### src/design/io_space_pkg.sv
package io_space_pkg;

    // Request kinds issued by the processor core
    typedef enum logic [2:0] {
        KIND_IO_IN,
        KIND_IO_OUT,
        KIND_SET_BIT,
        KIND_CLEAR_BIT,
        KIND_SKIP_IF_SET,
        KIND_SKIP_IF_CLEAR,
        KIND_DATA_LOAD,
        KIND_DATA_STORE
    } req_kind_t;

    // Address windows
    localparam logic [7:0] IO_WINDOW_LAST = 8'h3F;
    localparam logic [7:0] BIT_RANGE_LAST = 8'h1F;
    localparam logic [7:0] DATA_IO_OFFSET = 8'h20;
    localparam logic [7:0] DATA_IO_LAST = 8'h5F;
    localparam logic [7:0] EXT_FIRST = 8'h60;
    localparam int UPPER_DEPTH = 32;
    localparam int LOWER_DEPTH = 32;

    // I/O addresses of the upper page
    localparam logic [5:0] IO_EEPROM_DATA = 6'h20;
    localparam logic [5:0] IO_EEPROM_ADDRESS_LOW = 6'h21;
    localparam logic [5:0] IO_EEPROM_ADDRESS_HIGH = 6'h22;
    localparam logic [5:0] IO_TIMER_GENERAL_CONTROL = 6'h23;
    localparam logic [5:0] IO_TIMER0_CONTROL_A = 6'h24;
    localparam logic [5:0] IO_TIMER0_CONTROL_B = 6'h25;
    localparam logic [5:0] IO_TIMER0_COUNT = 6'h26;
    localparam logic [5:0] IO_TIMER0_COMPARE_A = 6'h27;
    localparam logic [5:0] IO_TIMER0_COMPARE_B = 6'h28;
    localparam logic [5:0] IO_GENERAL_SCRATCH_1 = 6'h2A;
    localparam logic [5:0] IO_GENERAL_SCRATCH_2 = 6'h2B;
    localparam logic [5:0] IO_SERIAL_PORT_CONTROL = 6'h2C;
    localparam logic [5:0] IO_SERIAL_PORT_STATE = 6'h2D;
    localparam logic [5:0] IO_SERIAL_PORT_SHIFT_DATA = 6'h2E;
    localparam logic [5:0] IO_COMPARATOR_CONTROL_STATE = 6'h30;
    localparam logic [5:0] IO_SLEEP_CONTROL = 6'h33;
    localparam logic [5:0] IO_RESET_CAUSE_FLAGS = 6'h34;
    localparam logic [5:0] IO_CORE_CONTROL = 6'h35;
    localparam logic [5:0] IO_SELF_PROGRAM_CONTROL = 6'h37;
    localparam logic [5:0] IO_STACK_POINTER_LOW = 6'h3D;
    localparam logic [5:0] IO_STACK_POINTER_HIGH = 6'h3E;
    localparam logic [5:0] IO_CORE_FLAGS = 6'h3F;

    // Event flag register in the bit-addressable page
    localparam logic [4:0] LOW_FLAG_ADDR = 5'h16;

    // Serial port state fields
    localparam int SPS_DONE_BIT = 7;
    localparam int SPS_COLL_BIT = 6;
    localparam logic [7:0] SPS_RW_MASK = 8'h01;

    // Comparator control/state fields
    localparam int CMP_OUT_BIT = 5;
    localparam int CMP_FLAG_BIT = 4;
    localparam logic [7:0] CMP_RW_MASK = 8'hCF;

    // Reset value of every implemented register
    localparam logic [7:0] REG_RESET = 8'h00;

endpackage : io_space_pkg

### src/design/flag_bits.sv
`timescale 1ns/1ps
// Sticky event flags, cleared by writing one
module flag_bits #(
    parameter int WIDTH = 8
) (
    // Clock and reset
    input wire logic clk_sys_i,
    input wire logic resetn_i,
    // Hardware events and software clears
    input wire logic [WIDTH-1:0] set_i,
    input wire logic [WIDTH-1:0] clear_i,
    // Flag state
    output logic [WIDTH-1:0] flags_o
);

    logic [WIDTH-1:0] flags_d; // Next flag state
    logic [WIDTH-1:0] flags_q; // Flag state

    // Set wins over a clear in the same cycle, so no event is lost
    always_comb begin
        flags_d = (flags_q & ~clear_i) | set_i;
    end

    // Flag storage
    always_ff @(posedge clk_sys_i or negedge resetn_i) begin
        if (!resetn_i) begin
            flags_q <= '0;
        end else begin
            flags_q <= flags_d;
        end
    end

    assign flags_o = flags_q;
endmodule : flag_bits

### src/design/io_space_address_decoder.sv
`timescale 1ns/1ps
//
// Contract
// Bit set/clear only on I/O 0x00-0x1F
// Bit skip tests read low page bits
// Selected flags clear on written one
// Bit instructions touch only the addressed bit
// Short I/O instructions reach addresses 0x00-0x3F
// Data address equals I/O address plus 0x20
// Extended 0x60-0xFF reachable by load/store only
// Reserved locations read zero, ignore writes
module io_space_address_decoder (
    // Clock and reset
    input wire logic clk_sys_i,
    input wire logic resetn_i,
    // Core request, one cycle per access
    input wire logic req_valid_i,
    input wire io_space_pkg::req_kind_t req_kind_i,
    input wire logic [7:0] req_addr_i,
    input wire logic [2:0] req_bit_i,
    input wire logic [7:0] req_wdata_i,
    // Answer, one cycle after the request
    output logic rsp_valid_o,
    output logic rsp_hit_o,
    output logic rsp_ext_o,
    output logic rsp_skip_o,
    output logic [7:0] rsp_rdata_o,
    // Peripheral events on the core clock
    input wire logic spi_done_i,
    input wire logic spi_collision_i,
    input wire logic cmp_event_i,
    input wire logic cmp_out_i,
    input wire logic [7:0] low_event_i,
    // Register views for the core
    output logic [7:0] core_flags_o,
    output logic [15:0] stack_pointer_o,
    output logic [7:0] sleep_control_o
);

    ////////////////////////////////////////////////////////////////////////////
    // State

    logic [7:0] upper_d [io_space_pkg::UPPER_DEPTH]; // Next upper page
    logic [7:0] upper_q [io_space_pkg::UPPER_DEPTH]; // Plain registers 0x20-0x3F
    logic [7:0] lower_d [io_space_pkg::LOWER_DEPTH]; // Next lower page
    logic [7:0] lower_q [io_space_pkg::LOWER_DEPTH]; // Bit-addressable page
    logic rsp_valid_d; // Next answer strobe
    logic rsp_valid_q;
    logic rsp_hit_d; // Next decode hit
    logic rsp_hit_q;
    logic rsp_ext_d; // Next extended-area marker
    logic rsp_ext_q;
    logic rsp_skip_d; // Next skip decision
    logic rsp_skip_q;
    logic [7:0] rsp_rdata_d; // Next read data
    logic [7:0] rsp_rdata_q;

    // Decode results
    logic [5:0] io_addr; // Resolved I/O address
    logic io_ok; // Access lands in the I/O window
    logic bit_ok; // Bit instruction lands in the low page
    logic ext_hit; // Data access to the extended area
    logic is_write; // Byte write
    logic is_read; // Byte read
    logic [7:0] bit_mask; // One-hot selected bit
    logic [7:0] rd_value; // Selected register value

    // Flag clear requests
    logic [7:0] low_flag_clr; // Clears for the event flag register
    logic [1:0] sps_flag_clr; // Clears for serial port flags
    logic cmp_flag_clr; // Clear for comparator flag
    logic [7:0] low_flags; // Event flag state
    logic [1:0] sps_flags; // Serial done, collision
    logic cmp_flag; // Comparator event

    ////////////////////////////////////////////////////////////////////////////
    // Sticky flags

    // Event flags in the bit-addressable page
    flag_bits #(.WIDTH(8)) u_low_flags (
        .clk_sys_i(clk_sys_i),
        .resetn_i(resetn_i),
        .set_i(low_event_i),
        .clear_i(low_flag_clr),
        .flags_o(low_flags)
    );

    // Serial port completion and collision
    flag_bits #(.WIDTH(2)) u_sps_flags (
        .clk_sys_i(clk_sys_i),
        .resetn_i(resetn_i),
        .set_i({spi_done_i, spi_collision_i}),
        .clear_i(sps_flag_clr),
        .flags_o(sps_flags)
    );

    // Comparator event
    flag_bits #(.WIDTH(1)) u_cmp_flag (
        .clk_sys_i(clk_sys_i),
        .resetn_i(resetn_i),
        .set_i(cmp_event_i),
        .clear_i(cmp_flag_clr),
        .flags_o(cmp_flag)
    );

    ////////////////////////////////////////////////////////////////////////////
    // Address decode

    // Both instruction families resolve to one I/O address
    always_comb begin
        io_addr = req_addr_i[5:0];
        io_ok = 1'b0;
        bit_ok = 1'b0;
        ext_hit = 1'b0;
        is_write = 1'b0;
        is_read = 1'b0;
        bit_mask = 8'h01 << req_bit_i;
        if (req_valid_i) begin
            unique case (req_kind_i)
                io_space_pkg::KIND_IO_IN, io_space_pkg::KIND_IO_OUT: begin
                    // Opcode only encodes a 64-entry window
                    io_ok = (req_addr_i <= io_space_pkg::IO_WINDOW_LAST);
                    is_read = io_ok && (req_kind_i == io_space_pkg::KIND_IO_IN);
                    is_write = io_ok && (req_kind_i == io_space_pkg::KIND_IO_OUT);
                end
                io_space_pkg::KIND_SET_BIT, io_space_pkg::KIND_CLEAR_BIT,
                io_space_pkg::KIND_SKIP_IF_SET, io_space_pkg::KIND_SKIP_IF_CLEAR: begin
                    // Anything above the low page is left alone
                    bit_ok = (req_addr_i <= io_space_pkg::BIT_RANGE_LAST);
                    io_ok = bit_ok;
                end
                io_space_pkg::KIND_DATA_LOAD, io_space_pkg::KIND_DATA_STORE: begin
                    if (req_addr_i >= io_space_pkg::EXT_FIRST) begin
                        // Served outside this block
                        ext_hit = 1'b1;
                    end else if (req_addr_i >= io_space_pkg::DATA_IO_OFFSET) begin
                        // Shift data address down onto the I/O map
                        io_addr = 6'(req_addr_i - io_space_pkg::DATA_IO_OFFSET);
                        io_ok = 1'b1;
                        is_read = (req_kind_i == io_space_pkg::KIND_DATA_LOAD);
                        is_write = (req_kind_i == io_space_pkg::KIND_DATA_STORE);
                    end
                end
            endcase
        end
    end

    ////////////////////////////////////////////////////////////////////////////
    // Read multiplexer

    // Reserved upper locations and unmapped space read as zero
    always_comb begin
        rd_value = 8'h00;
        if (!io_addr[5]) begin
            if (io_addr[4:0] == io_space_pkg::LOW_FLAG_ADDR) begin
                rd_value = low_flags;
            end else begin
                rd_value = lower_q[io_addr[4:0]];
            end
        end else begin
            unique case (io_addr)
                io_space_pkg::IO_SERIAL_PORT_STATE: begin
                    rd_value = upper_q[io_addr[4:0]] & io_space_pkg::SPS_RW_MASK;
                    rd_value[io_space_pkg::SPS_DONE_BIT] = sps_flags[1];
                    rd_value[io_space_pkg::SPS_COLL_BIT] = sps_flags[0];
                end
                io_space_pkg::IO_COMPARATOR_CONTROL_STATE: begin
                    rd_value = upper_q[io_addr[4:0]] & io_space_pkg::CMP_RW_MASK;
                    rd_value[io_space_pkg::CMP_OUT_BIT] = cmp_out_i;
                    rd_value[io_space_pkg::CMP_FLAG_BIT] = cmp_flag;
                end
                io_space_pkg::IO_EEPROM_DATA, io_space_pkg::IO_EEPROM_ADDRESS_LOW,
                io_space_pkg::IO_EEPROM_ADDRESS_HIGH, io_space_pkg::IO_TIMER_GENERAL_CONTROL,
                io_space_pkg::IO_TIMER0_CONTROL_A, io_space_pkg::IO_TIMER0_CONTROL_B,
                io_space_pkg::IO_TIMER0_COUNT, io_space_pkg::IO_TIMER0_COMPARE_A,
                io_space_pkg::IO_TIMER0_COMPARE_B, io_space_pkg::IO_GENERAL_SCRATCH_1,
                io_space_pkg::IO_GENERAL_SCRATCH_2, io_space_pkg::IO_SERIAL_PORT_CONTROL,
                io_space_pkg::IO_SERIAL_PORT_SHIFT_DATA, io_space_pkg::IO_SLEEP_CONTROL,
                io_space_pkg::IO_RESET_CAUSE_FLAGS, io_space_pkg::IO_CORE_CONTROL,
                io_space_pkg::IO_SELF_PROGRAM_CONTROL, io_space_pkg::IO_STACK_POINTER_LOW,
                io_space_pkg::IO_STACK_POINTER_HIGH, io_space_pkg::IO_CORE_FLAGS: begin
                    rd_value = upper_q[io_addr[4:0]];
                end
                default: begin
                    rd_value = 8'h00;
                end
            endcase
        end
    end

    ////////////////////////////////////////////////////////////////////////////
    // Register updates and answer

    // Next values for storage, flag clears and the answer
    always_comb begin
        upper_d = upper_q;
        lower_d = lower_q;
        low_flag_clr = 8'h00;
        sps_flag_clr = 2'b00;
        cmp_flag_clr = 1'b0;
        rsp_valid_d = req_valid_i;
        rsp_hit_d = io_ok;
        rsp_ext_d = ext_hit;
        rsp_skip_d = 1'b0;
        rsp_rdata_d = is_read ? rd_value : 8'h00;
        // Byte writes to the lower page
        if (is_write && !io_addr[5]) begin
            if (io_addr[4:0] == io_space_pkg::LOW_FLAG_ADDR) begin
                low_flag_clr = req_wdata_i;
            end else begin
                lower_d[io_addr[4:0]] = req_wdata_i;
            end
        end
        // Byte writes to the upper page, reserved slots dropped
        if (is_write && io_addr[5]) begin
            unique case (io_addr)
                io_space_pkg::IO_SERIAL_PORT_STATE: begin
                    // Only the speed bit stores; flags clear on one
                    upper_d[io_addr[4:0]] = req_wdata_i & io_space_pkg::SPS_RW_MASK;
                    sps_flag_clr = {req_wdata_i[io_space_pkg::SPS_DONE_BIT],
                                    req_wdata_i[io_space_pkg::SPS_COLL_BIT]};
                end
                io_space_pkg::IO_COMPARATOR_CONTROL_STATE: begin
                    upper_d[io_addr[4:0]] = req_wdata_i & io_space_pkg::CMP_RW_MASK;
                    cmp_flag_clr = req_wdata_i[io_space_pkg::CMP_FLAG_BIT];
                end
                io_space_pkg::IO_EEPROM_DATA, io_space_pkg::IO_EEPROM_ADDRESS_LOW,
                io_space_pkg::IO_EEPROM_ADDRESS_HIGH, io_space_pkg::IO_TIMER_GENERAL_CONTROL,
                io_space_pkg::IO_TIMER0_CONTROL_A, io_space_pkg::IO_TIMER0_CONTROL_B,
                io_space_pkg::IO_TIMER0_COUNT, io_space_pkg::IO_TIMER0_COMPARE_A,
                io_space_pkg::IO_TIMER0_COMPARE_B, io_space_pkg::IO_GENERAL_SCRATCH_1,
                io_space_pkg::IO_GENERAL_SCRATCH_2, io_space_pkg::IO_SERIAL_PORT_CONTROL,
                io_space_pkg::IO_SERIAL_PORT_SHIFT_DATA, io_space_pkg::IO_SLEEP_CONTROL,
                io_space_pkg::IO_RESET_CAUSE_FLAGS, io_space_pkg::IO_CORE_CONTROL,
                io_space_pkg::IO_SELF_PROGRAM_CONTROL, io_space_pkg::IO_STACK_POINTER_LOW,
                io_space_pkg::IO_STACK_POINTER_HIGH, io_space_pkg::IO_CORE_FLAGS: begin
                    upper_d[io_addr[4:0]] = req_wdata_i;
                end
                default: begin
                    upper_d = upper_q;
                end
            endcase
        end
        // Bit instructions in the low page
        if (bit_ok) begin
            unique case (req_kind_i)
                io_space_pkg::KIND_SET_BIT: begin
                    // Only the addressed bit is written, others see zero
                    if (io_addr[4:0] == io_space_pkg::LOW_FLAG_ADDR) begin
                        low_flag_clr = bit_mask;
                    end else begin
                        lower_d[io_addr[4:0]] = lower_q[io_addr[4:0]] | bit_mask;
                    end
                end
                io_space_pkg::KIND_CLEAR_BIT: begin
                    // Writing zero to a flag leaves it as it is
                    if (io_addr[4:0] != io_space_pkg::LOW_FLAG_ADDR) begin
                        lower_d[io_addr[4:0]] = lower_q[io_addr[4:0]] & ~bit_mask;
                    end
                end
                io_space_pkg::KIND_SKIP_IF_SET: begin
                    rsp_skip_d = rd_value[req_bit_i];
                end
                io_space_pkg::KIND_SKIP_IF_CLEAR: begin
                    rsp_skip_d = !rd_value[req_bit_i];
                end
                default: begin
                    rsp_skip_d = 1'b0;
                end
            endcase
        end
    end

    // Register stage for all of the above
    always_ff @(posedge clk_sys_i or negedge resetn_i) begin
        if (!resetn_i) begin
            for (int i = 0; i < io_space_pkg::UPPER_DEPTH; i++) begin
                upper_q[i] <= io_space_pkg::REG_RESET;
            end
            for (int i = 0; i < io_space_pkg::LOWER_DEPTH; i++) begin
                lower_q[i] <= io_space_pkg::REG_RESET;
            end
            rsp_valid_q <= 1'b0;
            rsp_hit_q <= 1'b0;
            rsp_ext_q <= 1'b0;
            rsp_skip_q <= 1'b0;
            rsp_rdata_q <= 8'h00;
        end else begin
            upper_q <= upper_d;
            lower_q <= lower_d;
            rsp_valid_q <= rsp_valid_d;
            rsp_hit_q <= rsp_hit_d;
            rsp_ext_q <= rsp_ext_d;
            rsp_skip_q <= rsp_skip_d;
            rsp_rdata_q <= rsp_rdata_d;
        end
    end

    // Outputs straight from flops
    assign rsp_valid_o = rsp_valid_q;
    assign rsp_hit_o = rsp_hit_q;
    assign rsp_ext_o = rsp_ext_q;
    assign rsp_skip_o = rsp_skip_q;
    assign rsp_rdata_o = rsp_rdata_q;
    assign core_flags_o = upper_q[io_space_pkg::IO_CORE_FLAGS[4:0]];
    assign stack_pointer_o = {upper_q[io_space_pkg::IO_STACK_POINTER_HIGH[4:0]],
                              upper_q[io_space_pkg::IO_STACK_POINTER_LOW[4:0]]};
    assign sleep_control_o = upper_q[io_space_pkg::IO_SLEEP_CONTROL[4:0]];
endmodule : io_space_address_decoder

### config.mk
export PLATFORM = sky130hd
export DESIGN_NAME = io_space_address_decoder
export DESIGN_NICKNAME = d
export VERILOG_FILES = /design/src/design/io_space_pkg.sv /design/src/design/flag_bits.sv /design/src/design/io_space_address_decoder.sv
export SDC_FILE = /design/constraint.sdc
export NUM_CORES = 2
export LEC_CHECK = 0
export ABC_CLOCK_PERIOD_IN_PS = 2600
export BUFFER_PORTS_ARGS = -buffer_cell sky130_fd_sc_hd__buf_2
export CORE_MARGIN = 2
export CORE_UTILIZATION = 50
export CTS_CLUSTER_DIAMETER = 50
export CTS_CLUSTER_SIZE = 28
export DETAILED_ROUTE_END_ITERATION = 8
export PLACE_DENSITY_LB_ADDON = 0.15
export SLEW_MARGIN = 10
export SYNTH_ARGS = -nofsm -noshare
export SYNTH_HDL_FRONTEND = slang
export SYNTH_SLANG_ARGS = --single-unit
export TNS_END_PERCENT = 5
### constraint.sdc
create_clock -name clk_sys_i -period 2.6 [get_ports clk_sys_i]
set_clock_uncertainty 0.05 [all_clocks]
set_input_delay 0.13 -clock clk_sys_i [delete_from_list [all_inputs] [get_ports clk_sys_i]]
set_output_delay 0.13 -clock clk_sys_i [all_outputs]
set_load 0.01 [all_outputs]
==> summary.md <==
| Metric | Value |
|---|---|
| Syn Inst Count | 2362 |
| Row count | 84 |
| Root Buffer | clkbuf_16 |
| Layout area overhead | 19.5% |
| Die Wd | 236 µm |
| CP startpoint kind | flip-flop |
| PwrDens | 603 nW/µm² |
| Most used flip-flop cell after synthesis | dfrtp_1 |
| FF+latch count, synth | 535 |
| Syn Nets | 2399 |
| Critical R2R Launch | lower_q[179] |
| I/O pin count | 81 |
| Yosys warns | 0 |
| Worst slew pin tran | 1.12 ns |
| Setup CP Type | reg2reg |
| Fmax | 379 MHz |
| Post-synth EDFFs | 0 |
| Setup TNS | -0.0404 ns |
| RSZ-0062 raised after global routing | yes |
| Fillers | 4275 |
| CP max stage delay | 0.45 ns |
| Post-synthesis sequential area ratio | 49.8% |
| Vias in the first global route | 21182 |
| WL/cell | 29.7 µm |
| # diodes | 0 |
| Setup crit end | rsp_skip_o |
| Final HPWL DP | 70.0 mm |
| CTS buffer count | 57 |
| CP bufs+invs | 1 |
| Status | finished, violations left |
| Grt total ovfl | 0 |
| Slowest cell on the critical path | mux4_2 |
| Total GRT Usage | 35.6% |
| Final period utilization | 101% |
| Lkg Pwr | 15.2 nW |
| Crit path depth | 9 |
| CP Cell Sequence | mux4_2 > o211ai_1 > o22ai_1 > o31ai_1 > buf_4 > a32oi_1 > and2_1 > o221a_1 > nand2_1 |
| Clock transition at path regs | 0.07 ns |
| Crit path DAT | 3.16 ns |
| Final GP Congestion | 1.01 |
| Reg2Reg Depth | 9 |
| CP delay by family, top | compound AO/OA/AOI/OAI gates |
| CTS tree | built |
| Final setup margin | -0.0360 ns |
| Via Count | 21304 |
| Leading cell type in the layout, fill and taps excluded | dfrtp_1 |
| Max cap viols | 0 |
| Core Box Area | 52900 µm² |
| Share of cells above drive strength 1 | 31.0% |
| CTS H-Tree Depth | 2 |
| Min cycle time layout | 2.64 ns |
| Antenna viol nets, final | 0 |
| Endpoints failing hold | 0 |
| R2R setup slack | -0.04 ns |
| Largest net degree at the start of global routing | 78 |
| Asr flop ratio synth | 100% |
| Required @ worst endpoint | 3.13 ns |
| Final setup viols | 2 |
| IO buf count | 80 |
| DRC viols | 0 |
| Via-to-Cell Ratio | 6.41 |
| Starting density of the core | 50.8% |
| Netlist Area Pre-Place | 26900 µm² |
| Drt pass-1 iters | 6 |
| Routed WL | 98.7 mm |
| Commonest cells after routing, fill and taps aside | 535 x dfrtp_1, 307 x buf_4, 225 x o22ai_1 |
| VDD IR-drop max | 0.000525 V |
| Endpoint class of the critical path | flip-flop |
| Synth unique cells | 84 |
| Initial DRC Count | 2360 |
| Max Root-Sink Buffers | 3 |
| Worst reg2reg endpoint | rsp_skip_o |
| Max Slew Vio Count | 0 |
| Setup crit start | lower_q[179] |
| Failing checks | setup timing |
| Synthesized area per cell | 11.4 µm² |
| Relative slew slack | 24.8% |
| CTS Sinks | 535 |
| Die area | 55600 µm² |
| # nets final | 2624 |
| Clock latency on the worst-skew pair | 0.64 ns |
| First-pass GRT wire length | 146 mm |
| Hold crit path type | in2async |
| Power Total | 19.4 mW |
| Crit-path max FO | 2 |
| Die Y | 236 µm |
| Initial antenna violation count | 2 |
## through the flow
stage	instance area, µm²	instances	util [%]	hold slack [ns]	setup slack (ns)
final	32100	3323	60.8	0.0375	-0.0360
after global routing	32100	3323	60.8	0.0663	-0.160
after CTS	32000	3323	60.6	0.00553	0.00376
after detailed placement	29600	3188	56.1	0.147	-0.383
after global placement	29600	3188	56.1	0.142	-0.441
after floorplan	26900	2362	-	-0.216	0.291
## timing repair
| item | CTS | global route |
|---|---|---|
| hold buffers | 28 | 0 |
| pin swaps | 3 | 3 |
| endpoints found under the hold margin | 94 | 0 |
| setup buffers | 0 | 0 |
| setup endpoints to repair | 31 | 135 |
| resized for setup | 4 | 24 |
## Yosys cell counts (17+ instances only)
cell type,instances,area (µm²)
a21oi_1,111,556
and2_1,20,125
buf_2,25,125
buf_4,51,383
buf_6,23,259
clkbuf_1,170,638
dfrtp_1,535,13400
mux2_2,153,1720
mux2i_1,201,2010
mux4_1,21,552
mux4_2,76,1710
nand2_1,182,683
nand2b_1,19,119
nand3_1,37,185
nor2_1,160,601
nor2b_1,33,206
nor3_1,33,165
o21ai_0,70,350
o21ai_1,17,85.1
o22ai_1,226,1410
## sequential cells by signal (all words and copies together), names as in the netlist, named ones only
name,cells
rsp_ext_o,1
rsp_valid_o,1
u_cmp_flag.flags_o,1
upper_q,223
rsp_rdata_o,8
rsp_skip_o,1
u_sps_flags.flags_o,2
rsp_hit_o,1
core_flags_o,8
stack_pointer_o,16
lower_q,256
sleep_control_o,8
u_low_flags.flags_o,8
## cell type report
class                      count  area, µm²  share of cell area [%]
clock buffer                  66       1520                    4.74
clock inverter                41        568                    1.77
inverter                       8       30.0                  0.0935
multi-input combinational   1535      12000                    37.5
sequential                   535      13400                    41.7
tap                          688        861                    2.68
timing repair buffer         450       3710                    11.6
## how the worst min path moves through the flow
stage	from	end	cells past startpoint	slack, ns
after floorplan	resetn_i	asynchronous set/reset pin	0	-0.22
after global placement	resetn_i	upper_q[29]	1	0.14
after detailed placement	resetn_i	upper_q[42]	1	0.15
after CTS	req_bit_i[0]	u_low_flags.flags_o[3]	4	0.006
after global routing	req_wdata_i[0]	lower_q[8]	3	0.07
final	resetn_i	upper_q[42]	2	0.04
## cell families (layout without fill, tap and decap cells)
| logic type | count (synthesis) | in the layout | synth area share, % |
|---|---|---|---|
| AOI/OAI and AO/OA | 520 | 520 | 12.0 |
| and+or+nand+nor | 559 | 559 | 9.78 |
| xor gates and xnor gates | 3 | 3 | 0.0978 |
| adders and majority gates | 1 | 1 | 0.0372 |
| buffers and inverters | 292 | 565 | 5.87 |
| muxes | 452 | 452 | 22.4 |
| DFF | 535 | 535 | 49.8 |
## layer usage
layer  wire length (µm)  global-route usage [%]  part of all wire (%)
met5                 59                       0                 0.060
met2              42200                    50.7                    43
met1              42300                    52.6                    43
met3               9860                    8.24                    10
met4               4220                    14.2                   4.3
## power breakdown
part / switching [mW] / leakage (nW) / internal [mW]
Sequential: 0.0652 / 7.40 / 8.42
Clock: 4.00 / 1.02 / 5.02
Combinational: 1.20 / 6.82 / 0.688
Power figures use the tool's default switching activity.
